$ cat src/shared/scp_pkg.sv
// constants shared by the stepper chopper protection device and its host controller
package scp_pkg;
    // core clock
    localparam int CLK_PERIOD_NS = 8;

    // least blank times in ns, selected by {blankSelectHi, blankSelectLo}
    localparam int BLANK_NS_0 = 600;
    localparam int BLANK_NS_1 = 900;
    localparam int BLANK_NS_2 = 1200;
    localparam int BLANK_NS_3 = 1500;
    localparam int BLANK_W    = 8;

    // a least time rounds up to whole clock cycles
    function automatic logic [BLANK_W-1:0] scpMinCycles(input int ns);
        int c;
        c = (ns + CLK_PERIOD_NS - 1) / CLK_PERIOD_NS;
        if (c < 1) begin
            c = 1;
        end
        return BLANK_W'(c);
    endfunction

    localparam logic [BLANK_W-1:0] BLANK_CYC_0 = scpMinCycles(BLANK_NS_0);
    localparam logic [BLANK_W-1:0] BLANK_CYC_1 = scpMinCycles(BLANK_NS_1);
    localparam logic [BLANK_W-1:0] BLANK_CYC_2 = scpMinCycles(BLANK_NS_2);
    localparam logic [BLANK_W-1:0] BLANK_CYC_3 = scpMinCycles(BLANK_NS_3);

    // protection counting: error limit in overcurrent events, lock and quiet times in PWM cycles
    localparam logic [1:0] ERR_LIMIT    = 2'h3;
    localparam logic [5:0] LOCK_CYCLES  = 6'h3F;
    localparam logic [6:0] QUIET_CYCLES = 7'h3F;

    // telegram and coil word layout
    localparam int         TELEGRAM_BITS = 12;
    localparam int         COIL_BITS     = 6;
    localparam int         SIGN_BIT      = 0;
    localparam int         MAG_LSB       = 1;
    localparam int         MAG_MSB       = 4;
    localparam int         DECAY_BIT     = 5;
    localparam logic [3:0] MAG_ZERO      = 4'h0;
    localparam logic [3:0] MAG_FULL      = 4'hF;
    localparam logic [3:0] MAG_OFFSET    = 4'h1;
    localparam logic [3:0] RX_FULL       = 4'hC;
    localparam logic [3:0] RX_OVER       = 4'hD;

    // host wave stepping
    localparam logic [5:0]  PHASE_AHEAD       = 6'h10;
    localparam logic [11:0] DECAY_INVERT_MASK = 12'h820;
    localparam logic [5:0] SINE_TAB [64] = '{
        6'h00, 6'h02, 6'h06, 6'h08, 6'h0C, 6'h0E, 6'h10, 6'h14,
        6'h16, 6'h18, 6'h18, 6'h1A, 6'h1C, 6'h1C, 6'h1E, 6'h1E,
        6'h3E, 6'h3E, 6'h3E, 6'h3C, 6'h3C, 6'h3A, 6'h38, 6'h38,
        6'h36, 6'h34, 6'h30, 6'h2E, 6'h2C, 6'h28, 6'h26, 6'h22,
        6'h01, 6'h03, 6'h07, 6'h09, 6'h0D, 6'h0F, 6'h11, 6'h15,
        6'h17, 6'h19, 6'h19, 6'h1B, 6'h1D, 6'h1D, 6'h1F, 6'h1F,
        6'h3F, 6'h3F, 6'h3F, 6'h3D, 6'h3D, 6'h3B, 6'h39, 6'h39,
        6'h37, 6'h35, 6'h31, 6'h2F, 6'h2D, 6'h29, 6'h27, 6'h23};

    // host register map, byte addresses
    localparam logic [7:0] REG_STEP   = 8'h00;
    localparam logic [7:0] REG_RAW    = 8'h04;
    localparam logic [7:0] REG_STATUS = 8'h08;
    localparam logic [7:0] REG_CONFIG = 8'h0C;
    localparam logic [7:0] REG_LAST   = 8'h10;

    // half period of the serial clock in core cycles
    localparam int SCLK_HALF_DEF = 4;
endpackage

$ cat src/shared/scp_link_if.sv
// serial telegram link between host controller and device
`timescale 1ns/1ps
`default_nettype none
interface scp_link_if;
    logic sclk;
    logic csN;
    logic mosi;
    modport host (output sclk, output csN, output mosi);
    modport dev  (input sclk, input csN, input mosi);
endinterface
`default_nettype wire

$ cat src/scp_device.sv
// chopper blanking, overcurrent / overtemperature protection and telegram receiver
//
// Decided for this implementation: register access over AHB-Lite and the address map.
`timescale 1ns/1ps
`default_nettype none
module scp_device
    import scp_pkg::*;
(
    input  wire logic        core_clk,
    input  wire logic        rst_n,
    scp_link_if.dev          link,
    input  wire logic        pwmOsc,
    input  wire logic        chipDisableInput,
    input  wire logic        blankSelectHi,
    input  wire logic        blankSelectLo,
    input  wire logic [1:0]  chopComp,
    input  wire logic [1:0]  lsComp,
    input  wire logic        hsComp,
    input  wire logic        overTemp,
    output logic      [1:0]  bridgeOn,
    output logic      [1:0]  coilSign,
    output logic      [7:0]  coilMag,
    output logic      [1:0]  coilDecay,
    output logic      [2:0]  errFlag,
    output logic             overTempFlag
);
    ////////////////////////////////////////////////////////////////////////////
    // input synchronisers: every pin passes two flops
    localparam int SW = 13;
    // select idles high: a zero reset value would show a false select edge after reset
    localparam logic [SW-1:0] SYNC_IDLE = 13'h0800;
    logic [SW-1:0] syncA_r;
    logic [SW-1:0] syncB_r;
    logic          sclkPrev_r;
    logic          csPrev_r;
    logic          oscPrev_r;

    always_ff @(posedge core_clk) begin
        if (!rst_n) begin
            syncA_r    <= SYNC_IDLE;
            syncB_r    <= SYNC_IDLE;
            sclkPrev_r <= 1'b0;
            csPrev_r   <= 1'b1;
            oscPrev_r  <= 1'b0;
        end else begin
            syncA_r    <= {link.sclk, link.csN, link.mosi, pwmOsc, chipDisableInput, blankSelectHi,
                           blankSelectLo, chopComp, lsComp, hsComp, overTemp};
            syncB_r    <= syncA_r;
            sclkPrev_r <= syncB_r[12];
            csPrev_r   <= syncB_r[11];
            oscPrev_r  <= syncB_r[9];
        end
    end

    wire       sclkS     = syncB_r[12];
    wire       csS       = syncB_r[11];
    wire       mosiS     = syncB_r[10];
    wire       oscS      = syncB_r[9];
    wire       disabled  = syncB_r[8];
    wire [1:0] strapS    = syncB_r[7:6];
    wire [1:0] chopS     = syncB_r[5:4];
    wire [1:0] lsS       = syncB_r[3:2];
    wire       hsS       = syncB_r[1];
    wire       otS       = syncB_r[0];
    wire       sclkRise  = sclkS & ~sclkPrev_r;
    wire       csRise    = csS & ~csPrev_r;
    // bridge A chops on the rising oscillator edge, bridge B on the falling one
    wire [1:0] cycStart  = {~oscS & oscPrev_r, oscS & ~oscPrev_r};
    wire       clearAll  = !rst_n || disabled;

    ////////////////////////////////////////////////////////////////////////////
    // strap capture after reset release; straps are pins, not registers
    // wait until the synchronisers hold real pin levels, not their reset value
    localparam logic [1:0] STRAP_AGE = 2'h2;
    logic       strapValid_r;
    logic [1:0] strapAge_r;
    logic [1:0] blankSel_r;

    always_ff @(posedge core_clk) begin
        if (!rst_n) begin
            strapValid_r <= 1'b0;
            strapAge_r   <= 2'h0;
            blankSel_r   <= 2'h0;
        end else if (!strapValid_r) begin
            if (strapAge_r == STRAP_AGE) begin
                strapValid_r <= 1'b1;
                blankSel_r   <= strapS;
            end else begin
                strapAge_r <= strapAge_r + 2'h1;
            end
        end
    end

    wire [BLANK_W-1:0] blankLoad = (blankSel_r == 2'h0) ? BLANK_CYC_0 :
                                   (blankSel_r == 2'h1) ? BLANK_CYC_1 :
                                   (blankSel_r == 2'h2) ? BLANK_CYC_2 : BLANK_CYC_3;

    ////////////////////////////////////////////////////////////////////////////
    // telegram receiver
    logic [TELEGRAM_BITS-1:0] rxShift_r;
    logic [3:0]               rxCnt_r;
    logic [COIL_BITS-1:0]     coilA_r;
    logic [COIL_BITS-1:0]     coilB_r;
    logic                     zeroTel_r;

    wire telDone = csRise && (rxCnt_r == RX_FULL);
    wire telZero = (rxShift_r[COIL_BITS+MAG_MSB:COIL_BITS+MAG_LSB] == MAG_ZERO) &&
                   (rxShift_r[MAG_MSB:MAG_LSB] == MAG_ZERO);

    always_ff @(posedge core_clk) begin
        if (clearAll) begin
            rxShift_r <= '0;
            rxCnt_r   <= 4'h0;
            coilA_r   <= '0;
            coilB_r   <= '0;
            zeroTel_r <= 1'b0;
        end else begin
            zeroTel_r <= telDone && telZero;
            if (csS) begin
                rxCnt_r <= 4'h0;
            end else if (sclkRise && rxCnt_r != RX_OVER) begin
                // a frame of more than twelve bits is dropped whole
                rxShift_r <= {rxShift_r[TELEGRAM_BITS-2:0], mosiS};
                rxCnt_r   <= rxCnt_r + 4'h1;
            end
            if (telDone) begin
                coilA_r <= rxShift_r[TELEGRAM_BITS-1:COIL_BITS];
                coilB_r <= rxShift_r[COIL_BITS-1:0];
            end
        end
    end

    ////////////////////////////////////////////////////////////////////////////
    // blanking, chopper and protection
    logic [BLANK_W-1:0] blankCnt_r [2];
    logic [1:0]         onPhase_r;
    logic [1:0]         bridgeOn_r;
    logic [1:0]         errCnt_r   [3];
    logic [5:0]         lockCnt_r  [3];
    logic [6:0]         quietCnt_r [3];
    logic [2:0]         errFlag_r;
    logic               otFlag_r;

    wire [1:0] blanking = {blankCnt_r[1] != '0, blankCnt_r[0] != '0};
    wire [2:0] ocEvent;
    assign ocEvent[0] = lsS[0] & ~blanking[0] & bridgeOn_r[0];
    assign ocEvent[1] = lsS[1] & ~blanking[1] & bridgeOn_r[1];
    assign ocEvent[2] = hsS & ~(|blanking) & (|bridgeOn_r);
    // the high-side counter runs on bridge A's cycle since the faulty bridge is unknown
    wire [2:0] tick   = {cycStart[0], cycStart};
    wire [1:0] chopEnd = chopS & ~blanking & bridgeOn_r;
    wire [1:0] magNz  = {coilB_r[MAG_MSB:MAG_LSB] != MAG_ZERO, coilA_r[MAG_MSB:MAG_LSB] != MAG_ZERO};
    wire       hsLock = lockCnt_r[2] != '0;
    wire [1:0] locked = {lockCnt_r[1] != '0 || hsLock, lockCnt_r[0] != '0 || hsLock};

    always_ff @(posedge core_clk) begin
        if (clearAll) begin
            for (int i = 0; i < 3; i++) begin
                errCnt_r[i]   <= 2'h0;
                lockCnt_r[i]  <= 6'h00;
                quietCnt_r[i] <= 7'h00;
            end
            errFlag_r <= 3'h0;
        end else begin
            for (int i = 0; i < 3; i++) begin
                if (ocEvent[i]) begin
                    quietCnt_r[i] <= 7'h00;
                    if (errCnt_r[i] != ERR_LIMIT) begin
                        errCnt_r[i] <= errCnt_r[i] + 2'h1;
                    end
                    if (errCnt_r[i] + 2'h1 == ERR_LIMIT || errCnt_r[i] == ERR_LIMIT) begin
                        lockCnt_r[i] <= LOCK_CYCLES;
                        errFlag_r[i] <= 1'b1;
                    end
                end else begin
                    // a new event beats a clearing telegram in the same cycle
                    if (zeroTel_r) begin
                        errFlag_r[i] <= 1'b0;
                        lockCnt_r[i] <= 6'h00;
                    end else if (tick[i] && lockCnt_r[i] != '0) begin
                        lockCnt_r[i] <= lockCnt_r[i] - 6'h01;
                    end
                    if (tick[i]) begin
                        if (quietCnt_r[i] == QUIET_CYCLES) begin
                            errCnt_r[i]   <= 2'h0;
                            quietCnt_r[i] <= 7'h00;
                        end else begin
                            quietCnt_r[i] <= quietCnt_r[i] + 7'h01;
                        end
                    end
                end
            end
        end
    end

    always_ff @(posedge core_clk) begin
        if (clearAll) begin
            blankCnt_r[0] <= '0;
            blankCnt_r[1] <= '0;
            onPhase_r     <= 2'h0;
            bridgeOn_r    <= 2'h0;
            otFlag_r      <= 1'b0;
        end else begin
            otFlag_r <= otS;
            for (int i = 0; i < 2; i++) begin
                if (cycStart[i]) begin
                    blankCnt_r[i] <= blankLoad;
                    onPhase_r[i]  <= 1'b1;
                end else begin
                    if (blanking[i]) begin
                        blankCnt_r[i] <= blankCnt_r[i] - 1'b1;
                    end
                    // off for the rest of the cycle once chopped or faulted
                    if (chopEnd[i] || ocEvent[i] || ocEvent[2]) begin
                        onPhase_r[i] <= 1'b0;
                    end
                end
                // the turn-on edge restarts blanking, so drive follows the cycle start
                bridgeOn_r[i] <= (cycStart[i] || (onPhase_r[i] && !chopEnd[i] && !ocEvent[i] && !ocEvent[2]))
                                 && !locked[i] && !otS && magNz[i];
            end
        end
    end

    ////////////////////////////////////////////////////////////////////////////
    // outputs straight from flops
    assign bridgeOn     = bridgeOn_r;
    assign coilSign     = {coilB_r[SIGN_BIT], coilA_r[SIGN_BIT]};
    assign coilMag      = {coilB_r[MAG_MSB:MAG_LSB], coilA_r[MAG_MSB:MAG_LSB]};
    assign coilDecay    = {coilB_r[DECAY_BIT], coilA_r[DECAY_BIT]};
    assign errFlag      = errFlag_r;
    assign overTempFlag = otFlag_r;
endmodule
`default_nettype wire

$ cat src/flat_wrapper.sv
// flat-port wrapper written by rule: the top's interface ports become plain ports
module scp_device_flat import scp_pkg::*;
  (core_clk, rst_n, pwmOsc, chipDisableInput, blankSelectHi, blankSelectLo, chopComp, lsComp, hsComp, overTemp, bridgeOn, coilSign, coilMag, coilDecay, errFlag, overTempFlag, link_sclk, link_csN, link_mosi);
  scp_link_if link_i ();
  input  wire logic core_clk;
  input  wire logic rst_n;
  input  wire logic pwmOsc;
  input  wire logic chipDisableInput;
  input  wire logic blankSelectHi;
  input  wire logic blankSelectLo;
  input  wire logic [1:0] chopComp;
  input  wire logic [1:0] lsComp;
  input  wire logic hsComp;
  input  wire logic overTemp;
  output logic      [1:0] bridgeOn;
  output logic      [1:0] coilSign;
  output logic      [7:0] coilMag;
  output logic      [1:0] coilDecay;
  output logic      [2:0] errFlag;
  output logic overTempFlag;
  input wire logic [$bits(link_i.sclk)-1:0] link_sclk;
  input wire logic [$bits(link_i.csN)-1:0] link_csN;
  input wire logic [$bits(link_i.mosi)-1:0] link_mosi;
  assign link_i.sclk = link_sclk;
  assign link_i.csN = link_csN;
  assign link_i.mosi = link_mosi;
  scp_device u_core (.core_clk(core_clk), .rst_n(rst_n), .link(link_i), .pwmOsc(pwmOsc), .chipDisableInput(chipDisableInput), .blankSelectHi(blankSelectHi), .blankSelectLo(blankSelectLo), .chopComp(chopComp), .lsComp(lsComp), .hsComp(hsComp), .overTemp(overTemp), .bridgeOn(bridgeOn), .coilSign(coilSign), .coilMag(coilMag), .coilDecay(coilDecay), .errFlag(errFlag), .overTempFlag(overTempFlag));
endmodule
$ cat config.mk
export PLATFORM = sky130hd
export DESIGN_NAME = scp_device_flat
export DESIGN_NICKNAME = d
export VERILOG_FILES = /design/src/shared/scp_pkg.sv /design/src/shared/scp_link_if.sv /design/src/scp_device.sv /design/src/flat_wrapper.sv
export SDC_FILE = /design/constraint.sdc
export NUM_CORES = 1
export LEC_CHECK = 0
export BUFFER_PORTS_ARGS = -buffer_cell sky130_fd_sc_hd__buf_2
export CAP_MARGIN = 20
export CORE_MARGIN = 1.5
export CORE_UTILIZATION = 38
export CTS_CLUSTER_DIAMETER = 200
export DETAILED_ROUTE_END_ITERATION = 16
export PLACE_DENSITY = 0.5
export SLEW_MARGIN = 15
export SYNTH_ARGS = -nofsm -noshare
export SYNTH_HDL_FRONTEND = slang
export SYNTH_SLANG_ARGS = --single-unit
$ cat constraint.sdc
create_clock -name core_clk -period 3.1 [get_ports core_clk]
set_input_delay 0.775 -clock core_clk [delete_from_list [all_inputs] [get_ports core_clk]]
set_output_delay 0.775 -clock core_clk [all_outputs]
set_load 0.02 [all_outputs]
==> impl_results.md, run 1 <==
- Status: finished clean
- DP HPWL: 8934 microns
- DP Area: 0.006505 sq mm
- Row count: 45
- Fin nets: 659
- Post-synthesis sequential area ratio: 53.41%
- Flop and latch count out of synthesis: 132
- Yosys synthesis warning count: 0
- Reg2reg setup slack: 0.40 ns
- Sum Neg Setup Slack: 0 ns
- Drt pass-1 iters: 5
- Post-Syn Area: 0.006053 sq mm
- Async set or reset register ratio after synthesis: 0%
- Antenna viol nets, final: 0
- Max Freq: 371.0 MHz
- Capture point of the worst reg-to-reg path: u_core.lockCnt_r[1][2]
- Worst r2r src: u_core.blankCnt_r[1][0]
- Max Transition Viols Final: 0
- PortBufs: 32
- Die X: 129.2 microns
- Die Area: 0.01670 sq mm
- Overall routing resource usage: 15.93%
- Wire per inst: 14.38 microns
- First-pass GRT wire length: 20,290 microns
- Vias per inst: 4.891
- Vias in the first global route: 4,043
- Post-CTS Resized: 0
- Core area: 0.01537 sq mm
- DR DRC count: 0
- Most common cell after layout, fill and taps aside: nor2_1
- Syn Area/Cell: 10.62 sq um
- Mapped Nets: 609
- Slew @ Worst Pin: 0.7293 ns
- WP data required: 3.23 ns
- Largest net degree at the start of global routing: 40
- CTS tree: yes
- Final Instance Area: 0.007076 sq mm
- Leak pwr: 2.808 nW
- TritonCTS buffer count: 17
- RSZ-0062 raised after global routing: no
- Hold path cells: 1
- Post-Syn Instances: 570
- CTS Hold Buffers Added: 0
- Worst path cell trace: inv_1 > ha_1 > or3b_2 > o31ai_4 > o32ai_1 > or3b_2
- Starting DRT DRC Count: 224
- Max-cap viol count: 0
- Worst-skew pair later-pin latency: 0.42 ns
- H-tree depth: 4
- Area growth syn-to-layout: 16.89%
- Critical Path Sink Type: flip-flop
- Post-Route WL: 12,140 microns
- CTS Root Cell: clkbuf_16
- CP Launch Type: flip-flop
- CTS Sinks: 132
- Crit-path max FO: 8
- Post-route clock period utilization: 86.94%
- Postcts setup bufs: 0
- Critical path's slowest cell: or3b_2
- HP Start: u_core.syncA_r[11]
- Initial antenna violation count: 0
- # setup viols final: 0
- Final Hold Viols: 0
- Clk buf depth: 2
- CP Class: reg -> reg
- VDD IR max: 0.0003643 V
- FILL cells: 1,475
- Critical path data arrival time: 2.83 ns
- Post-synth EDFFs: 59
- Slew headroom: 51.05%
- Crit-path most repeated cell: or3b_2
- Worst Hold Endpoint: u_core.syncB_r[11]
- DIE HEIGHT: 129.2 microns
- Ant. Diodes: 0
- Clock Skew: 0.009956 ns
- Power per cell area: 689.5 mW/mm^2
- Distinct cells, synth: 52
- Io pins: 33
- Worst hold path class: reg -> reg
- Clock Pin Slew Worst Setup and Hold Paths: 0.06 ns
- Tmin final: 2.695 ns
- Initial Util: 39.38%
- Number of vias in the routed layout: 4,128
- Largest stage delay on the critical path: 0.60 ns
- Routability cong.: 0.7527
- Global route overflow: 0
- Cells on worst reg2reg path: 6
- Synth Flop Type: dfxtp_1
- Most frequent cells in the layout: 81 x nor2_1, 73 x dfxtp_1, 59 x edfxtp_1
- Share of cells above drive strength 1: 15.32%
state kept, by name, indices dropped and copies added, names as in the netlist, 3 cells and up:
signal and flops:
u_core.quietCnt_r 21, u_core.lockCnt_r 18, u_core.blankCnt_r 16, u_core.syncA_r 13, u_core.syncB_r 13, u_core.rxShift_r 12
u_core.coilA_r 6, u_core.coilB_r 6, u_core.errCnt_r 6, u_core.rxCnt_r 4, u_core.errFlag 3
worst max-delay path: cells and delay by family, from the launching register on:
kind / cells / cell delay (ns)
flip-flops: 1 / 0.42
adder cells (fa/ha/maj): 1 / 0.17
AND/OR/NAND/NOR: 2 / 1.10
AO/OA/AOI/OAI: 2 / 0.62
buffers and inverters: 1 / 0.11
per-layer routing:
metal	share of wire, %	vias up	routed length [microns]	global-route usage (%)
li1	-	2118	-	-
met1	50	1937	6014	21.09
met2	46	60	5601	24.91
met3	2.9	13	352	4.046
met4	1.4	0	171	6.543
met5	0	-	0	0
worst max-delay path by stage:
| stage | startpoint | to | cells past startpoint |
|---|---|---|---|
| after global placement | rst_n | u_core.lockCnt_r[0][2] | 7 |
| final | u_core.blankCnt_r[1][0] | u_core.lockCnt_r[1][2] | 6 |
| after global routing | u_core.blankCnt_r[0][0] | u_core.errCnt_r[1][1] | 7 |
| after floorplan | u_core.blankCnt_r[1][0] | u_core.lockCnt_r[1][0] | 6 |
| after detailed placement | rst_n | u_core.lockCnt_r[0][5] | 7 |
| after CTS | u_core.blankCnt_r[1][0] | u_core.lockCnt_r[1][5] | 6 |
metrics by stage:
stage               cells  power [mW]  hold WS (ns)  utilization, %  worst slack [ns]
global route          844       5.153        0.4355           46.03            0.2698
floorplan             570       2.792        0.3863               -            0.6854
CTS                   844       4.946        0.4120           46.03            0.4088
global placement      812       3.008        0.3936           42.32            0.4400
detailed placement    812       3.019        0.3984           42.32            0.3534
finish                844       4.879        0.4072           46.03            0.4048
cells in the mapped netlist, drive strengths merged (17+ instances only):
master   n  area [sq um]
a21oi   17         85.08
and2    30         187.7
dfxtp   73          1461
mux2i   25         250.2
inv     23         86.33
nand2   27         101.4
nor2    81         304.0
xnor2   19         166.4
nor3    26         130.1
ha      24         300.3
xor2    21         183.9
edfxtp  59          1772
final cells by class:
cell class              instances  area [sq um]  share of cell area, %
clock buffers                  20         478.0                  6.755
clock inverters                12         92.59                  1.309
inverters                      23         86.33                  1.220
multi-input cells             399          2649                  37.44
flip-flops and latches        132          3233                  45.69
well taps                     211         264.0                  3.731
repair buffers                 47         272.8                  3.855
kinds of logic (layout without fill, tap and decap cells):
family                     count (synthesis)  count (layout)  share of synthesized area, %
adders and majority gates                 24              24                         4.961
DFF                                      132             132                         53.41
AOI/OAI and AO/OA                         76              76                         8.661
and+or+nand+nor                          234             234                         20.21
muxes                                     25              25                         4.134
buffers and inverters                     39             102                         2.832
xor gates and xnor gates                  40              40                         5.788
where the power goes:
| part | switching (mW) | total [mW] | internal (mW) |
|---|---|---|---|
| logic | 0.475 | 0.826 | 0.351 |
| registers | 0.133 | 2.15 | 2.02 |
| clock network | 0.775 | 1.90 | 1.12 |
| total | 1.38 | 4.88 | 3.50 |
(Power assumes the default switching activity.)
==> run 2: changes to the inputs <==
PLACE_DENSITY = 0.61   (was 0.5)
==> run 2 against run 1 <==
  * Total power grew 3.0%
  * Wire length shrank 1.4%
  * Flip-flop and latch count is the same
  * First-iteration DRC count grew 2.7%
  * Global-route usage shrank 0.46 points
  * Clock skew shrank 0.00084 ns
  * Highest routed layer unchanged
  * Cell area grew 0.35%
  * Worst setup slack lost 0.16 ns
  * Core utilization grew 0.16 points
==> impl_results.md, run 2 (synthesized netlist as in run 1, its figures left out) <==
- CTS Root Cell: clkbuf_16 (unchanged)
- Vias in the first global route: 4,088 (was 4,043)
- CTS Hold Buffers Added: 0 (unchanged)
- Wire per inst: 14.22 microns (was 14.38 microns)
- Vias per inst: 4.963 (was 4.891)
- Starting DRT DRC Count: 230 (was 224)
- Die Area: 0.01670 sq mm (unchanged)
- Dpl ws: 0.2438 ns (was 0.3534 ns)
- Tot Pwr: 5.023 mW (was 4.879 mW)
- Overall routing resource usage: 15.47% (was 15.93%)
- Routability cong.: 0.8196 (was 0.7527)
- Drt pass-1 iters: 5 (unchanged)
- Max Freq: 350.8 MHz (was 371.0 MHz)
- VDD IR max: 0.0004548 V (was 0.0003643 V)
- Initial Util: 39.38% (unchanged)
- Sequential share of power: 43.0% (was 44.1%)
- # setup viols final: 0 (unchanged)
- Crit-path max FO: 12 (was 8)
- Slew @ Worst Pin: 0.7498 ns (was 0.7293 ns)
- Tmin final: 2.851 ns (was 2.695 ns)
- Switching Share: 27.75% (was 28.36%)
- Most frequent cells in the layout: 81 x nor2_1, 73 x dfxtp_1, 59 x edfxtp_1 (unchanged)
- Power per cell area: 707.4 mW/mm^2 (was 689.5 mW/mm^2)
- Postcts setup bufs: 0 (unchanged)
- Largest Register: u_core.quietCnt_r (unchanged)
- Cell-internal power: 3.629 mW (was 3.495 mW)
- Largest net degree at the start of global routing: 40 (unchanged)
- Final Hold Viols: 0 (unchanged)
- Slew headroom: 49.67% (was 51.05%)
- Die X: 129.2 microns (unchanged)
- DP HPWL: 8676 microns (was 8934 microns)
- Clock Pin Slew Worst Setup and Hold Paths: 0.06 ns (about the same)
- Post-Route WL: 11,980 microns (was 12,140 microns)
- Logic pwr share: 16.6% (was 16.9%)
- Worst hold path class: reg -> reg (unchanged)
- Worst-skew pair later-pin latency: 0.42 ns (about the same)
- H-tree depth: 4 (unchanged)
- Share of cells above drive strength 1: 15.06% (was 15.32%)
- Area growth syn-to-layout: 17.30% (was 16.89%)
- DIE HEIGHT: 129.2 microns (unchanged)
- Clock power frac: 40.4% (was 38.9%)
- Antenna viol nets, final: 0 (unchanged)
- Max-cap viol count: 0 (unchanged)
- Core area: 0.01537 sq mm (unchanged)
- Clk buf depth: 2 (unchanged)
- CTS tree: yes (unchanged)
- PnR worst setup slack: 0.2494 ns (was 0.4048 ns)
- RSZ-0062 raised after global routing: no (unchanged)
- Io pins: 33 (unchanged)
- P_sw: 1.394 mW (was 1.383 mW)
- Biggest regs: u_core.quietCnt_r x21, u_core.lockCnt_r x18, u_core.blankCnt_r x16 (unchanged)
- PortBufs: 32 (unchanged)
- CTS Sinks: 132 (unchanged)
- Leak pwr: 2.825 nW (was 2.808 nW)
- CP Class: reg -> reg (unchanged)
- Dpl cells: 810 (was 812)
- Number of flip-flops in the largest register: 21 (unchanged)
- Status: finished clean (unchanged)
- First-pass GRT wire length: 19,800 microns (was 20,290 microns)
- Critical Path Sink Type: flip-flop (unchanged)
- Initial antenna violation count: 0 (unchanged)
- Row count: 45 (unchanged)
- DR DRC count: 0 (unchanged)
- Ant. Diodes: 0 (unchanged)
- Post-CTS Resized: 0 (unchanged)
- Number of vias in the routed layout: 4,179 (was 4,128)
- TritonCTS buffer count: 17 (unchanged)
- Critical path data arrival time: 2.99 ns (was 2.83 ns)
- Post-route clock period utilization: 91.96% (was 86.94%)
- Fin nets: 657 (was 659)
- Max Transition Viols Final: 0 (unchanged)
- Global route overflow: 0 (unchanged)
- CP Launch Type: flip-flop (unchanged)
- Clock Skew: 0.009114 ns (was 0.009956 ns)
- Finished Layout Cells: 842 (was 844)
- WP data required: 3.23 ns (about the same)
- Most common cell after layout, fill and taps aside: nor2_1 (unchanged)
- Sum Neg Setup Slack: 0 ns (unchanged)
-- run 2: cell count changes in the layout (fill, tap and decap cells not counted), sizes merged --
cell      delta
buf          -2
inv          +1
clkinvlp     -2
bufinv       +1
-- run 2: metrics by stage --
stage / hold WS (ns) / instance area (sq um) / utilization (%)
6_report: 0.4032 / 7101 / 46.19
3_3_place_gp: 0.3928 / 6490 / 42.22
3_5_place_dp: 0.3909 / 6490 / 42.22
2_1_floorplan: 0.3863 / 6053 / -
5_1_grt: 0.4414 / 7101 / 46.19
4_1_cts: 0.4050 / 7101 / 46.19
-- run 2: final timing paths --
kind | start | endpoint | slack, ns | cells after the start
setup reg to reg | u_core.lockCnt_r[1][0] | u_core.lockCnt_r[2][3] | 0.25 | 7
hold reg to reg | u_core.syncA_r[11] | u_core.syncB_r[11] | 0.40 | 1
setup / recovery | u_core.lockCnt_r[1][0] | u_core.lockCnt_r[2][3] | 0.25 | 7
hold / removal | u_core.syncA_r[11] | u_core.syncB_r[11] | 0.40 | 1
-- run 2: worst max-delay path: stages, from the launching register on --
cell,delay (ns)
edfxtp_1,0.41
inv_1,0.08
ha_1,0.18
or3b_2,0.48
nor3_1,0.40
o32ai_1,0.24
nor4b_4,0.60
o22ai_1,0.17
-- run 2: power by group through the flow --
stage          logic (mW)  registers, mW  clock network, mW
3_5_place_dp        0.827           2.20                  0
6_report            0.836           2.16               2.03
3_3_place_gp        0.805           2.18                  0
4_1_cts             0.834           2.16               2.07
2_1_floorplan       0.639           2.15                  0
5_1_grt             0.945           2.18               2.14
-- run 2: final cells by class --
class / instances / area (sq um)
Fill cell: 1429 / 8270
Sequential cell: 132 / 3233
Multi-Input combinational cell: 399 / 2649
Clock buffer: 20 / 500.5
Tap cell: 211 / 264.0
Timing Repair Buffer: 45 / 257.7
Clock inverter: 12 / 110.1
Inverter: 23 / 86.33
-- run 2: per-layer routing --
metal | vias to the layer above | wire, microns | track usage, %
li1 | 2122 | - | -
met5 | - | 0 | 0
met4 | 0 | 181 | 6.742
met2 | 72 | 5644 | 25.22
met1 | 1972 | 5741 | 19.54
met3 | 13 | 408 | 3.840
